**src/link_pkg.sv**
```systemverilog
package link_pkg;

    localparam int DATA_W = 8;
    localparam int FIFO_DEPTH = 16;
    localparam int BIT_W = 10;
    localparam int CNT_W = 16;

    // Clock is 250 MHz
    localparam int CLK_PERIOD_NS = 4;

    // Calibration character holds the line low for this many bit times
    localparam int CAL_LOW_BITS = 8;
    localparam int CAL_SHIFT = 3;
    localparam logic [7:0] CAL_CHAR = 8'h80;

    // Slowest rate is sys_clk / 576 (LOW_MAX / 8), fastest accepted sys_clk / 4
    localparam logic [BIT_W-1:0] BIT_MAX = 10'h200;
    localparam logic [CNT_W-1:0] CAL_MIN = 16'h0020;

    // Break: nine low bit times received, forty (four characters) sent back
    localparam int BREAK_BITS = 9;
    localparam int BRK_TX_BITS = 40;
    localparam logic [CNT_W-1:0] LOW_MAX = 16'h1200;
    localparam logic [CNT_W-1:0] BRK_UNCAL_LEN = 16'h5000;

    // Bit indices of a character: start, eight data, stop
    localparam logic [3:0] IDX_START = 4'h0;
    localparam logic [3:0] IDX_LAST_DATA = 4'h8;
    localparam logic [3:0] IDX_STOP = 4'h9;

    localparam logic [1:0] STRAP_SAMPLE = 2'h2;
    localparam logic [1:0] STRAP_DONE = 2'h3;

    typedef enum logic [7:0] {
        S_CAL_WAIT = 8'h01,
        S_CAL_MEAS = 8'h02,
        S_IDLE = 8'h04,
        S_RX = 8'h08,
        S_RX_PUSH = 8'h10,
        S_TX = 8'h20,
        S_BRK_TX = 8'h40,
        S_BRK_WAIT = 8'h80
    } link_state_t;

endpackage

```
**src/bit_sync.sv**
```systemverilog
module bit_sync
#(
    parameter logic RST_VAL = 1'h1
)
(
    input wire logic sys_clk,
    input wire logic rst,
    input wire logic din,
    output logic dout
);

    typedef struct packed {
        logic s1;
        logic s2;
    } sync_t;

    sync_t q;
    sync_t d;

    always_comb
    begin
        d.s1 = din;
        d.s2 = q.s1;
    end

    always_ff @(posedge sys_clk or posedge rst)
    begin
        if (rst)
        begin
            q <= {RST_VAL, RST_VAL};
        end
        else
        begin
            q <= d;
        end
    end

    assign dout = q.s2;

endmodule // bit_sync

```
**src/byte_fifo.sv**
```systemverilog
module byte_fifo
    import link_pkg::*;
#(
    parameter int WIDTH = DATA_W,
    parameter int DEPTH = FIFO_DEPTH
)
(
    input wire logic sys_clk,
    input wire logic rst,
    input wire logic [WIDTH-1:0] in_data,
    input wire logic in_valid,
    output logic in_ready,
    output logic [WIDTH-1:0] out_data,
    output logic out_valid,
    input wire logic out_ready
);

    localparam int AW = $clog2(DEPTH);
    localparam logic [AW:0] FULL_CNT = (AW+1)'(DEPTH);

    typedef struct packed {
        logic [DEPTH-1:0][WIDTH-1:0] mem;
        logic [AW:0] count;
        logic [AW-1:0] wp;
        logic [AW-1:0] rp;
        logic in_rdy;
        logic out_vld;
    } fifo_t;

    fifo_t q;
    fifo_t d;
    logic push;
    logic pop;

    always_comb
    begin
        d = q;
        push = in_valid && q.in_rdy;
        pop = out_ready && q.out_vld;
        if (push)
        begin
            d.mem[q.wp] = in_data;
            d.wp = q.wp + 1'h1;
        end
        if (pop)
        begin
            d.rp = q.rp + 1'h1;
        end
        if (push && !pop)
        begin
            d.count = q.count + 1'h1;
        end
        else if (pop && !push)
        begin
            d.count = q.count - 1'h1;
        end
        // Flags are registered so both handshakes come straight from flops
        d.in_rdy = (d.count != FULL_CNT);
        d.out_vld = (d.count != '0);
    end

    always_ff @(posedge sys_clk or posedge rst)
    begin
        if (rst)
        begin
            q <= '0;
            q.in_rdy <= 1'h1;
        end
        else
        begin
            q <= d;
        end
    end

    assign in_ready = q.in_rdy;
    assign out_valid = q.out_vld;
    assign out_data = q.mem[q.rp];

endmodule // byte_fifo

```
**src/debug_link_top.sv**
```systemverilog
// What this block does
// One open-drain pin, half-duplex, both directions
// Start low, eight bits LSB first, 1.5 stop
// Idle after reset until 80H calibrates
// Bit time from eight low bits of 80H
// Baud logic on sys_clk, down to clk/512
// Host keeps rate at or below clk/8
// Nine low bit times reset the baud logic
// Debug mode halts fetch except directed instructions
// Clock and peripherals run unless stop mode
// Entering debug mode leaves halt mode
// Debug mode refreshes enabled watchdog continuously
// Host writing mode bit one enters debug
// Enabled breakpoint instruction enters debug mode
// Watchpoint match enters debug mode
// Pin low at reset exit enters debug
// Clearing mode bit leaves debug mode
// Power-on, brownout, reset pin leave debug
// Pin low in stop mode starts reset
// Flag low stop bit and transmit collision
// Errors abort, send four-character break, recalibrate
// Host break keeps control register and mode
// Link held reset until pin returns high
// Sample data bits mid bit period
// Release pin for high, never drive high
// Low pin while releasing means collision
module debug_link_top
    import link_pkg::*;
(
    input wire logic sys_clk,
    input wire logic rst,
    input wire logic debug_pin_i,
    output logic debug_pin_o,
    output logic debug_pin_oe_n,
    output logic [DATA_W-1:0] rx_data,
    output logic rx_valid,
    input wire logic rx_ready,
    input wire logic [DATA_W-1:0] tx_data,
    input wire logic tx_valid,
    output logic tx_ready,
    output logic link_abort,
    output logic frame_err,
    output logic tx_collision,
    input wire logic ctl_write,
    input wire logic ctl_mode_bit,
    input wire logic bp_hit,
    input wire logic bp_enable,
    input wire logic wp_match,
    input wire logic exec_req,
    input wire logic halt_mode,
    input wire logic stop_mode,
    input wire logic wdt_enable,
    input wire logic por_reset,
    input wire logic brownout_reset,
    input wire logic reset_pin_n,
    output logic debug_mode,
    output logic fetch_halt,
    output logic halt_exit,
    output logic wdt_refresh,
    output logic periph_run,
    output logic sys_reset_req
);

    typedef struct packed {
        link_state_t st;
        logic cal;
        logic [BIT_W-1:0] bit_t;
        logic [CNT_W-1:0] cnt;
        logic [CNT_W-1:0] low_run;
        logic [3:0] idx;
        logic [9:0] sh;
        logic oe_n;
        logic pin_o;
        logic push;
        logic [DATA_W-1:0] push_data;
        logic tx_rdy;
        logic abort;
        logic frame_err;
        logic collide;
        logic mode;
        logic [1:0] strap_cnt;
        logic fetch_halt;
        logic halt_exit;
        logic wdt_ref;
        logic run;
        logic sys_rst;
    } core_t;

    core_t q;
    core_t d;
    logic pin_s;
    logic reset_pin_s;
    logic fifo_in_ready;
    logic listening;
    logic go_break;
    logic go_err;
    logic dev_rst;
    logic mode_set;
    logic mode_clr;
    logic [CNT_W-1:0] brk_lim;
    logic [CNT_W-1:0] brk_len;
    logic [CNT_W-1:0] bit_cnt;
    logic [CNT_W-1:0] half_cnt;

    bit_sync #(.RST_VAL(1'h1)) u_pin_sync (
        .sys_clk(sys_clk),
        .rst(rst),
        .din(debug_pin_i),
        .dout(pin_s)
    );

    bit_sync #(.RST_VAL(1'h1)) u_rstpin_sync (
        .sys_clk(sys_clk),
        .rst(rst),
        .din(reset_pin_n),
        .dout(reset_pin_s)
    );

    // Received bytes wait here for the command decoder; a full buffer holds the receiver
    byte_fifo #(.WIDTH(DATA_W), .DEPTH(FIFO_DEPTH)) u_rx_fifo (
        .sys_clk(sys_clk),
        .rst(rst),
        .in_data(q.push_data),
        .in_valid(q.push),
        .in_ready(fifo_in_ready),
        .out_data(rx_data),
        .out_valid(rx_valid),
        .out_ready(rx_ready)
    );

    always_comb
    begin
        d = q;
        d.abort = 1'h0;
        d.frame_err = 1'h0;
        d.collide = 1'h0;
        d.halt_exit = 1'h0;
        d.pin_o = 1'h0;
        go_err = 1'h0;
        bit_cnt = {6'h00, q.bit_t} - 16'h0001;
        half_cnt = {7'h00, q.bit_t[BIT_W-1:1]};
        brk_lim = q.cal ? ({3'h0, q.bit_t, 3'h0} + {6'h00, q.bit_t}) : LOW_MAX;
        brk_len = q.cal ? ({1'h0, q.bit_t, 5'h00} + {3'h0, q.bit_t, 3'h0}) : BRK_UNCAL_LEN;
        listening = (q.st == S_CAL_WAIT) || (q.st == S_CAL_MEAS) || (q.st == S_IDLE)
            || (q.st == S_RX) || (q.st == S_RX_PUSH);
        d.low_run = (listening && !pin_s) ? q.low_run + 16'h0001 : 16'h0000;
        go_break = listening && !pin_s && (q.low_run >= brk_lim);

        case (q.st)
            S_CAL_WAIT:
            begin
                if (!pin_s)
                begin
                    d.st = S_CAL_MEAS;
                end
            end
            S_CAL_MEAS:
            begin
                if (pin_s)
                begin
                    if (q.low_run < CAL_MIN)
                    begin
                        d.st = S_CAL_WAIT;
                    end
                    else
                    begin
                        // Low run covers start plus seven zero bits of 80H
                        d.bit_t = q.low_run[CAL_SHIFT+BIT_W-1:CAL_SHIFT];
                        d.cal = 1'h1;
                        d.st = S_IDLE;
                    end
                end
            end
            S_IDLE:
            begin
                if (tx_valid && q.tx_rdy)
                begin
                    d.sh = {1'h1, tx_data, 1'h0};
                    d.idx = IDX_START;
                    d.cnt = bit_cnt;
                    d.oe_n = 1'h0;
                    d.st = S_TX;
                end
                else if (!pin_s)
                begin
                    d.cnt = half_cnt;
                    d.idx = IDX_START;
                    d.st = S_RX;
                end
            end
            S_RX:
            begin
                if (q.cnt != '0)
                begin
                    d.cnt = q.cnt - 16'h0001;
                end
                else if (q.idx == IDX_START)
                begin
                    if (pin_s)
                    begin
                        d.st = S_IDLE;
                    end
                    else
                    begin
                        d.cnt = bit_cnt;
                        d.idx = q.idx + 4'h1;
                    end
                end
                else if (q.idx <= IDX_LAST_DATA)
                begin
                    d.sh = {q.sh[9:8], pin_s, q.sh[7:1]};
                    d.cnt = bit_cnt;
                    d.idx = q.idx + 4'h1;
                end
                else if (!pin_s)
                begin
                    d.frame_err = 1'h1;
                    go_err = 1'h1;
                end
                else
                begin
                    d.push = 1'h1;
                    d.push_data = q.sh[7:0];
                    d.st = S_RX_PUSH;
                end
            end
            S_RX_PUSH:
            begin
                if (fifo_in_ready)
                begin
                    d.push = 1'h0;
                    d.st = S_IDLE;
                end
            end
            S_TX:
            begin
                // Pin sync lags two cycles, so the check waits for mid bit
                if (q.oe_n && !pin_s && (q.cnt == half_cnt))
                begin
                    d.collide = 1'h1;
                    go_err = 1'h1;
                end
                if (q.cnt != '0)
                begin
                    d.cnt = q.cnt - 16'h0001;
                end
                else if (q.idx == IDX_STOP)
                begin
                    d.oe_n = 1'h1;
                    d.st = S_IDLE;
                end
                else
                begin
                    d.sh = {1'h1, q.sh[9:1]};
                    d.idx = q.idx + 4'h1;
                    d.oe_n = q.sh[1];
                    d.cnt = (q.idx == IDX_LAST_DATA) ? bit_cnt + half_cnt : bit_cnt;
                end
            end
            S_BRK_TX:
            begin
                if (q.cnt != '0)
                begin
                    d.cnt = q.cnt - 16'h0001;
                end
                else
                begin
                    d.oe_n = 1'h1;
                    d.st = S_BRK_WAIT;
                end
            end
            S_BRK_WAIT:
            begin
                // Link stays in reset for as long as anyone holds the line low
                if (pin_s)
                begin
                    d.cal = 1'h0;
                    d.st = S_CAL_WAIT;
                end
            end
            default:
            begin
                d.st = S_CAL_WAIT;
            end
        endcase

        if (go_break || go_err)
        begin
            d.abort = 1'h1;
            d.push = 1'h0;
            d.cnt = brk_len - 16'h0001;
            d.oe_n = 1'h0;
            d.st = S_BRK_TX;
        end
        d.tx_rdy = (d.st == S_IDLE) && d.cal && !q.push;

        // Mode control is untouched by link breaks and errors
        dev_rst = por_reset || brownout_reset || !reset_pin_s;
        mode_set = (ctl_write && ctl_mode_bit) || (bp_hit && bp_enable) || wp_match
            || ((q.strap_cnt == STRAP_SAMPLE) && !pin_s);
        mode_clr = ctl_write && !ctl_mode_bit;
        if (dev_rst)
        begin
            d.mode = 1'h0;
            d.strap_cnt = 2'h0;
        end
        else
        begin
            if (q.strap_cnt != STRAP_DONE)
            begin
                d.strap_cnt = q.strap_cnt + 2'h1;
            end
            // A set in the same cycle as a clear wins
            if (mode_set)
            begin
                d.mode = 1'h1;
                d.halt_exit = !q.mode && halt_mode;
            end
            else if (mode_clr)
            begin
                d.mode = 1'h0;
            end
        end
        d.fetch_halt = d.mode && !exec_req;
        d.wdt_ref = d.mode && wdt_enable;
        d.run = !stop_mode;
        d.sys_rst = stop_mode && !pin_s;
    end

    always_ff @(posedge sys_clk or posedge rst)
    begin
        if (rst)
        begin
            q <= '0;
            q.st <= S_CAL_WAIT;
            q.oe_n <= 1'h1;
            q.run <= 1'h1;
        end
        else
        begin
            q <= d;
        end
    end

    assign debug_pin_o = q.pin_o;
    assign debug_pin_oe_n = q.oe_n;
    assign tx_ready = q.tx_rdy;
    assign link_abort = q.abort;
    assign frame_err = q.frame_err;
    assign tx_collision = q.collide;
    assign debug_mode = q.mode;
    assign fetch_halt = q.fetch_halt;
    assign halt_exit = q.halt_exit;
    assign wdt_refresh = q.wdt_ref;
    assign periph_run = q.run;
    assign sys_reset_req = q.sys_rst;
endmodule // debug_link_top

```
**config.mk**
```make
export PLATFORM = sky130hd
export DESIGN_NAME = debug_link_top
export DESIGN_NICKNAME = d
export VERILOG_FILES = /design/src/link_pkg.sv /design/src/bit_sync.sv /design/src/byte_fifo.sv /design/src/debug_link_top.sv
export SDC_FILE = /design/constraint.sdc
export NUM_CORES = 1
export LEC_CHECK = 0
export ABC_AREA = 1
export BUFFER_PORTS_ARGS = -buffer_cell sky130_fd_sc_hd__buf_2
export CORE_ASPECT_RATIO = 0.5
export CORE_MARGIN = 3
export CORE_UTILIZATION = 60
export DETAILED_ROUTE_END_ITERATION = 10
export GPL_TIMING_DRIVEN = 0
export PLACE_DENSITY = 0.82
export REMOVE_ABC_BUFFERS = 1
export SETUP_SLACK_MARGIN = 0.15
export SYNTH_ARGS = -nofsm -noshare
export SYNTH_HDL_FRONTEND = slang
export SYNTH_SLANG_ARGS = --single-unit
```
**constraint.sdc**
```tcl
create_clock -name sys_clk -period 9.1 [get_ports sys_clk]
set_input_delay 0.455 -clock sys_clk [delete_from_list [all_inputs] [get_ports sys_clk]]
set_output_delay 0.455 -clock sys_clk [all_outputs]
set_load 0.01 [all_outputs]
```
; Word level (Yosys, flattened, before mapping)
; Cells that the tools add are included.
[classes]
bitwise_logic = 5
n_reduce_logical = 56
muxes = 78
eq_ne = 37
n_addsub = 13
magnitude_cmp = 6
[ops]
columns = operator, n
row1 = 16-bit two-way mux, 13
row2 = 128-bit bitwise mux, 1
row3 = 8-bit two-way mux, 15
row4 = 16-bit case mux with 4 select lines, 1
row5 = 8-bit case mux with 8 select lines, 1
row6 = 14-bit two-way mux, 4
row7 = 9-bit two-way mux, 5
row8 = 14-bit case mux with 3 select lines, 1
row9 = 8-bit binary-select mux with 4-bit select, 1
row10 = 8-bit demux with 4-bit select, 1
row11 = 16-bit by 1-bit subtractor with 16-bit output (second input constant), 2
row12 = 11-bit two-way mux, 2
row13 = 1-bit logical AND, 20
row14 = 19-bit two-way mux, 1
row15 = 1-bit two-way mux, 17
row16 = 15-bit by 13-bit adder with 16-bit output, 1
row17 = 16-bit by 1-bit adder with 16-bit output (second input constant), 1
row18 = 16-bit by 9-bit equality test with 1-bit output, 1
row19 = 8-bit by 3-bit equality test with 1-bit output (second input constant), 2
row20 = 16-bit by 14-bit greater-or-equal comparator with 1-bit output, 1
row21 = 16-bit by 6-bit less-than comparator with 1-bit output (second input constant), 1
row22 = 4-bit two-way mux, 4
row23 = 16-bit nonzero test, 1
row24 = 15-bit two-way mux, 1
row25 = other kinds (46), 97
[totals]
register_bits = 234
out_inout_bits = 21
input_bits = 25
wordCells = 242

; Depth between registers and ports, before layout
[logic_depth]
depth_word = 12
depth_mapped = 25
mapped_depth_nobuf = 24

; Cells and area by module
; Synthesis repeated with hierarchy kept, for this count alone.
[unflattened]
hier_cells = 1888
area_unflattened_um2 = 14300.0
[modules_own_cells]
columns = mod, area_per_inst_um2, seq_area_each_um2, instances, cells_each
row1 = debug_link_top, 7537.2, 2180.8, 1, 1097
row2 = byte_fifo, 6650.1, 3579.7, 1, 785
row3 = bit_sync, 56.3, 52.6, 2, 3

; Worst setup path after synthesis
; No wires, ideal clock.
[synth_path]
path_type = reg2reg
start = register q, in the netlist half_cnt[2]
end = register q[61] (netlist bit)
n_path_buf = 1
stages_incl_launch_ff = 26
required_ns = 8.983
setup_ns = 0.117
period_less_slack_ns = 3.629
slack_ns = 5.471
t_arrival_ns = 3.512
cell_sequence = dfrtp_1 ha_1 fa_1 a21oi_1 nor2_1 o21ai_0 nand2_1 a21oi_1 nor2_1 o21ai_0 nor2_1 nor2_1 nand2_1 ha_1 nand4_1 nor3_1 nand3_1 nand3_1 nand2_2 nand3_1 nand2_2 nor2_4 inv_2 buf_6 nand2_1 nand2_1
[synth_between]
elab_chain_cells = 7
elab_cells_between_ends = 31
classes_between = add/sub: 5 / order compare: 1 / eq/ne: 6 / mux: 14 / reduce/logical: 5
[synth_rtl]
columns = item, line_no
row1 = from (decl), debug_link_top.sv:89  ; core_t q;
row2 = 13-bit by 10-bit adder with 14-bit output (tied with other cells), debug_link_top.sv:142  ; brk_lim = q.cal ? ({3'h0, q.bit_t, 3'h0} + {6'h00, q.bit_t}) : LOW_MAX;
row3 = 14-bit two-way mux (tied with other cells), debug_link_top.sv:142
row4 = 16-bit by 14-bit greater-or-equal comparator with 1-bit output (tied with other cells), debug_link_top.sv:147  ; go_break = listening && !pin_s && (q.low_run >= brk_lim);
row5 = 1-bit logical AND (tied with other cells), debug_link_top.sv:147
row6 = 1-bit logical OR or 16-bit two-way mux (tied branches), "debug_link_top.sv:287, debug_link_top.sv:243"
row7 = 5-bit != test (no source line) (tied with other cells), --
row8 = 6-bit AND reduction (no source line) or 16-bit two-way mux (tied branches), --
; Parallel ways exist; a longest one is shown, timed or not. The select of a mux whose other input is x is not followed.
; A chain may end at the register's enable or synchronous reset.

==> results_dict.tcl <==
set metrics [dict create \
    crit_path_end_kind "flip-flop" \
    synth-edff-count 0 \
    track_usage_pct 28.1 \
    die_w_um 223 \
    cts.sinks 234 \
    drive_gt1_share_pct 8.08 \
    fillers 1931 \
    path_clk_slew_ns 0.06 \
    synthFlopType "dfrtp_1" \
    core_um2 23000 \
    wirelength_mm 35.4 \
    synth.distinct_cells 56 \
    leakagePower_nw 7.46 \
    arrival_ns 5.31 \
    fp.dieH_um 115 \
    period_needed_ns 4.83 \
    maxSlewViolCount 0 \
    vias 12615 \
    relSlewSlack_pct 36.3 \
    n_antenna_cell 0 \
    cts_setup_buffers 0 \
    power_density_nw_per_um2 183 \
    antenna_found_initial 0 \
    yosysTopAreaCell "dfrtp_1" \
    ir_worst_vdd_mv 0.163 \
    hpwl_mm 24.2 \
    ant_nets 0 \
    io_pins 46 \
    tightest_slew_ns 0.956 \
    avgSynthCellArea_um2 7.65 \
    drtIter0Drc 1106 \
    clk_latency_ns 0.54 \
    cp_max_fo 21 \
    rsz0062_at_grt "no" \
    fin_nets 1936 \
    grt_pass1_wl_mm 58.9 \
    rows 39 \
    outcome "complete, no violations" \
    via_per_inst 5.80 \
    synth_top_area_share_pct 39.9 \
    grt_max_degree 137 \
    dpl_cell_area_um2 14500 \
    maxCapViolCount 0 \
    cts_tree "built" \
    ys_seq_area_share_pct 41.4 \
    overflow 0 \
    drt_first_pass_iters 5 \
    clock.fmax_mhz 207 \
    cts_root_buf "clkbuf_16" \
    total_power_mw 2.81 \
    gp_congestion 0.966 \
    dieArea_um2 25600 \
    start_util_pct 61.6 \
    yosys-top-cells-area "dfrtp_1 (40%), nand2_1 (13%), o21ai_0 (8.3%), ha_1 (4.8%), nor2_1 (4.5%)" \
    critPathRequiredTime_ns 9.58 \
    drcViolationCount 0 \
    design_area_um2 15400 \
    grt_pass1_vias 12018 \
    postSynthCellCount 1851 \
    fin_crit_sh_pct 53.1 \
    cts_buffer_depth 3 \
    io_buffers 44 \
    worst_hold_slack_ns 0.0234 \
    syn2layout_area_growth_pct 8.42 \
    cts_buffers 23 \
    cts_htree_levels 1 \
    critical_path_class "reg2reg" \
    startpoint_type "flip-flop" \
    ys_seq_elements 234 \
    wl_per_cell_um 16.3 \
    tns_ns 0 \
    netlist_area_um2 14200 \
    hold_class "in2reg" \
    setup_viol 0 \
    fin_skew_ns 0.0130 \
    hold_viol 0 \
    async_flop_share_pct 100 \
    yosysWarnings 0 \
    final_util_pct 66.8 \
]
worst paths after layout:
path,cells past startpoint,startpoint,endpoint,slack [ns]
max,24,half_cnt[2],tx_ready,4.27
min,2,stop_mode,periph_run,0.02
max reg2reg,24,half_cnt[2],tx_ready,4.27
min reg2reg,0,u_pin_sync.d[0],u_pin_sync.dout,0.36
max in group asynchronous,3,rst,u_rx_fifo.q[3],7.91
min in group asynchronous,2,rst,tx_collision,0.05
worst max-delay path, cell delays in order (launching register included):
cell and delay, ns:
dfrtp_1 0.58, ha_1 0.31, fa_1 0.41, a21oi_1 0.17, nor2_1 0.07, o21ai_0 0.23
nand2_1 0.08, a21oi_1 0.17, nor2_1 0.07, o21ai_0 0.24, nor2_1 0.10, nor2_1 0.10
nand2_1 0.06, ha_1 0.31, a21oi_1 0.14, o21ai_0 0.10, a21oi_1 0.20, nand3_1 0.21
nand2_2 0.15, nand2_2 0.30, inv_2 0.32, nand2_1 0.13, nor2_1 0.13, nand3_1 0.10
nor2_1 0.09
placed cells by master (no fill, tap or decap), types with 8 or more instances in the layout:
cell type,n
nand3b_1,8
dfrtp_1,224
nor2_1,168
mux2i_1,27
nor2_4,8
o21ai_0,236
a21oi_1,57
clkbuf_16,23
nand2_1,479
nor3_1,19
xor2_1,31
o221ai_1,29
ha_1,54
dfstp_2,8
nand4_1,25
o211ai_1,14
nand3_1,121
buf_2,44
inv_1,159
cells in the mapped netlist, drive strengths merged (2+ instances only):
library cell  instances
o21ai               247
dfstp                 8
mux2i                27
nor3b                 6
fa                    3
o21bai                2
inv                 168
ha                   54
o211ai               14
nand3b                8
o21a                  3
nand4                27
a31oi                 3
mux2                  4
a21o                  3
xor2                 31
o221ai               29
nand3               127
dfrtp               226
nor3                 23
nand2               489
a21oi                57
o22ai                 7
or2                   3
nor4                  4
clkbuf               52
clkinv                2
o32ai                 4
nor2                184
buf                  20
xnor2                 7
a221oi                2
report_power, final:
part	total [mW]	switching, mW	internal (mW)
sequential	1.17	0.0949	1.08
combinational	0.620	0.387	0.233
clock	1.02	0.422	0.598
cells by family after synthesis:
logic type,after synthesis,synth area share [%]
multiplexers,31,2.23
other,1,0.0265
AND/OR/NAND/NOR,872,27.0
adder cells (fa/ha/maj),57,5.20
buffers and inverters,242,6.89
flip-flops,234,41.4
XOR/XNOR,38,2.35
AO/OA/AOI/OAI,376,14.9
per-stage QoR:
stage	setup slack (ns)	cells
floorplan	2.24	1779
global placement	-0.372	2130
detailed placement	4.34	2133
CTS	4.31	2174
global route	3.80	2176
finish	4.27	2176
flip-flops by register name, summed over array words and instances (netlist names):
register,flops
debug_mode,1
debug_pin_oe_n,1
fetch_halt,1
frame_err,1
half_cnt,9
halt_exit,1
link_abort,1
periph_run,1
q,67
sys_reset_req,1
tx_collision,1
tx_ready,1
u_pin_sync.d,1
u_pin_sync.dout,1
u_rstpin_sync.d,1
u_rstpin_sync.dout,1
u_rx_fifo.in_ready,1
u_rx_fifo.out_valid,1
u_rx_fifo.q,141
wdt_refresh,1
routing by layer:
| metal | vias to the layer above | GRT usage (%) | wire length (µm) |
|---|---|---|---|
| met5 | - | 0 | 0 |
| met1 | 5851 | 36.8 | 15200 |
| met3 | 120 | 5.15 | 2670 |
| met2 | 469 | 47.3 | 16200 |
| met4 | 0 | 10.2 | 1350 |
| li1 | 6175 | - | - |
what timing repair did:
| item | in CTS | in global routing |
|---|---|---|
| hold buffers | 1 | 1 |
| hold endpoints to repair | 1 | 1 |
| gates resized for setup | 0 | 0 |
area by class of cell:
| class | count | area [µm²] | share of cell area (%) |
|---|---|---|---|
| inverter | 170 | 649 | 4.23 |
| clock buffer | 35 | 671 | 4.37 |
| tap | 307 | 384 | 2.50 |
| sequential | 234 | 5870 | 38.2 |
| multi-input combinational | 1375 | 7320 | 47.7 |
| clock inverter | 5 | 126 | 0.823 |
| timing repair buffer | 50 | 335 | 2.18 |
No activity file was read; power rests on OpenSTA's default activity.
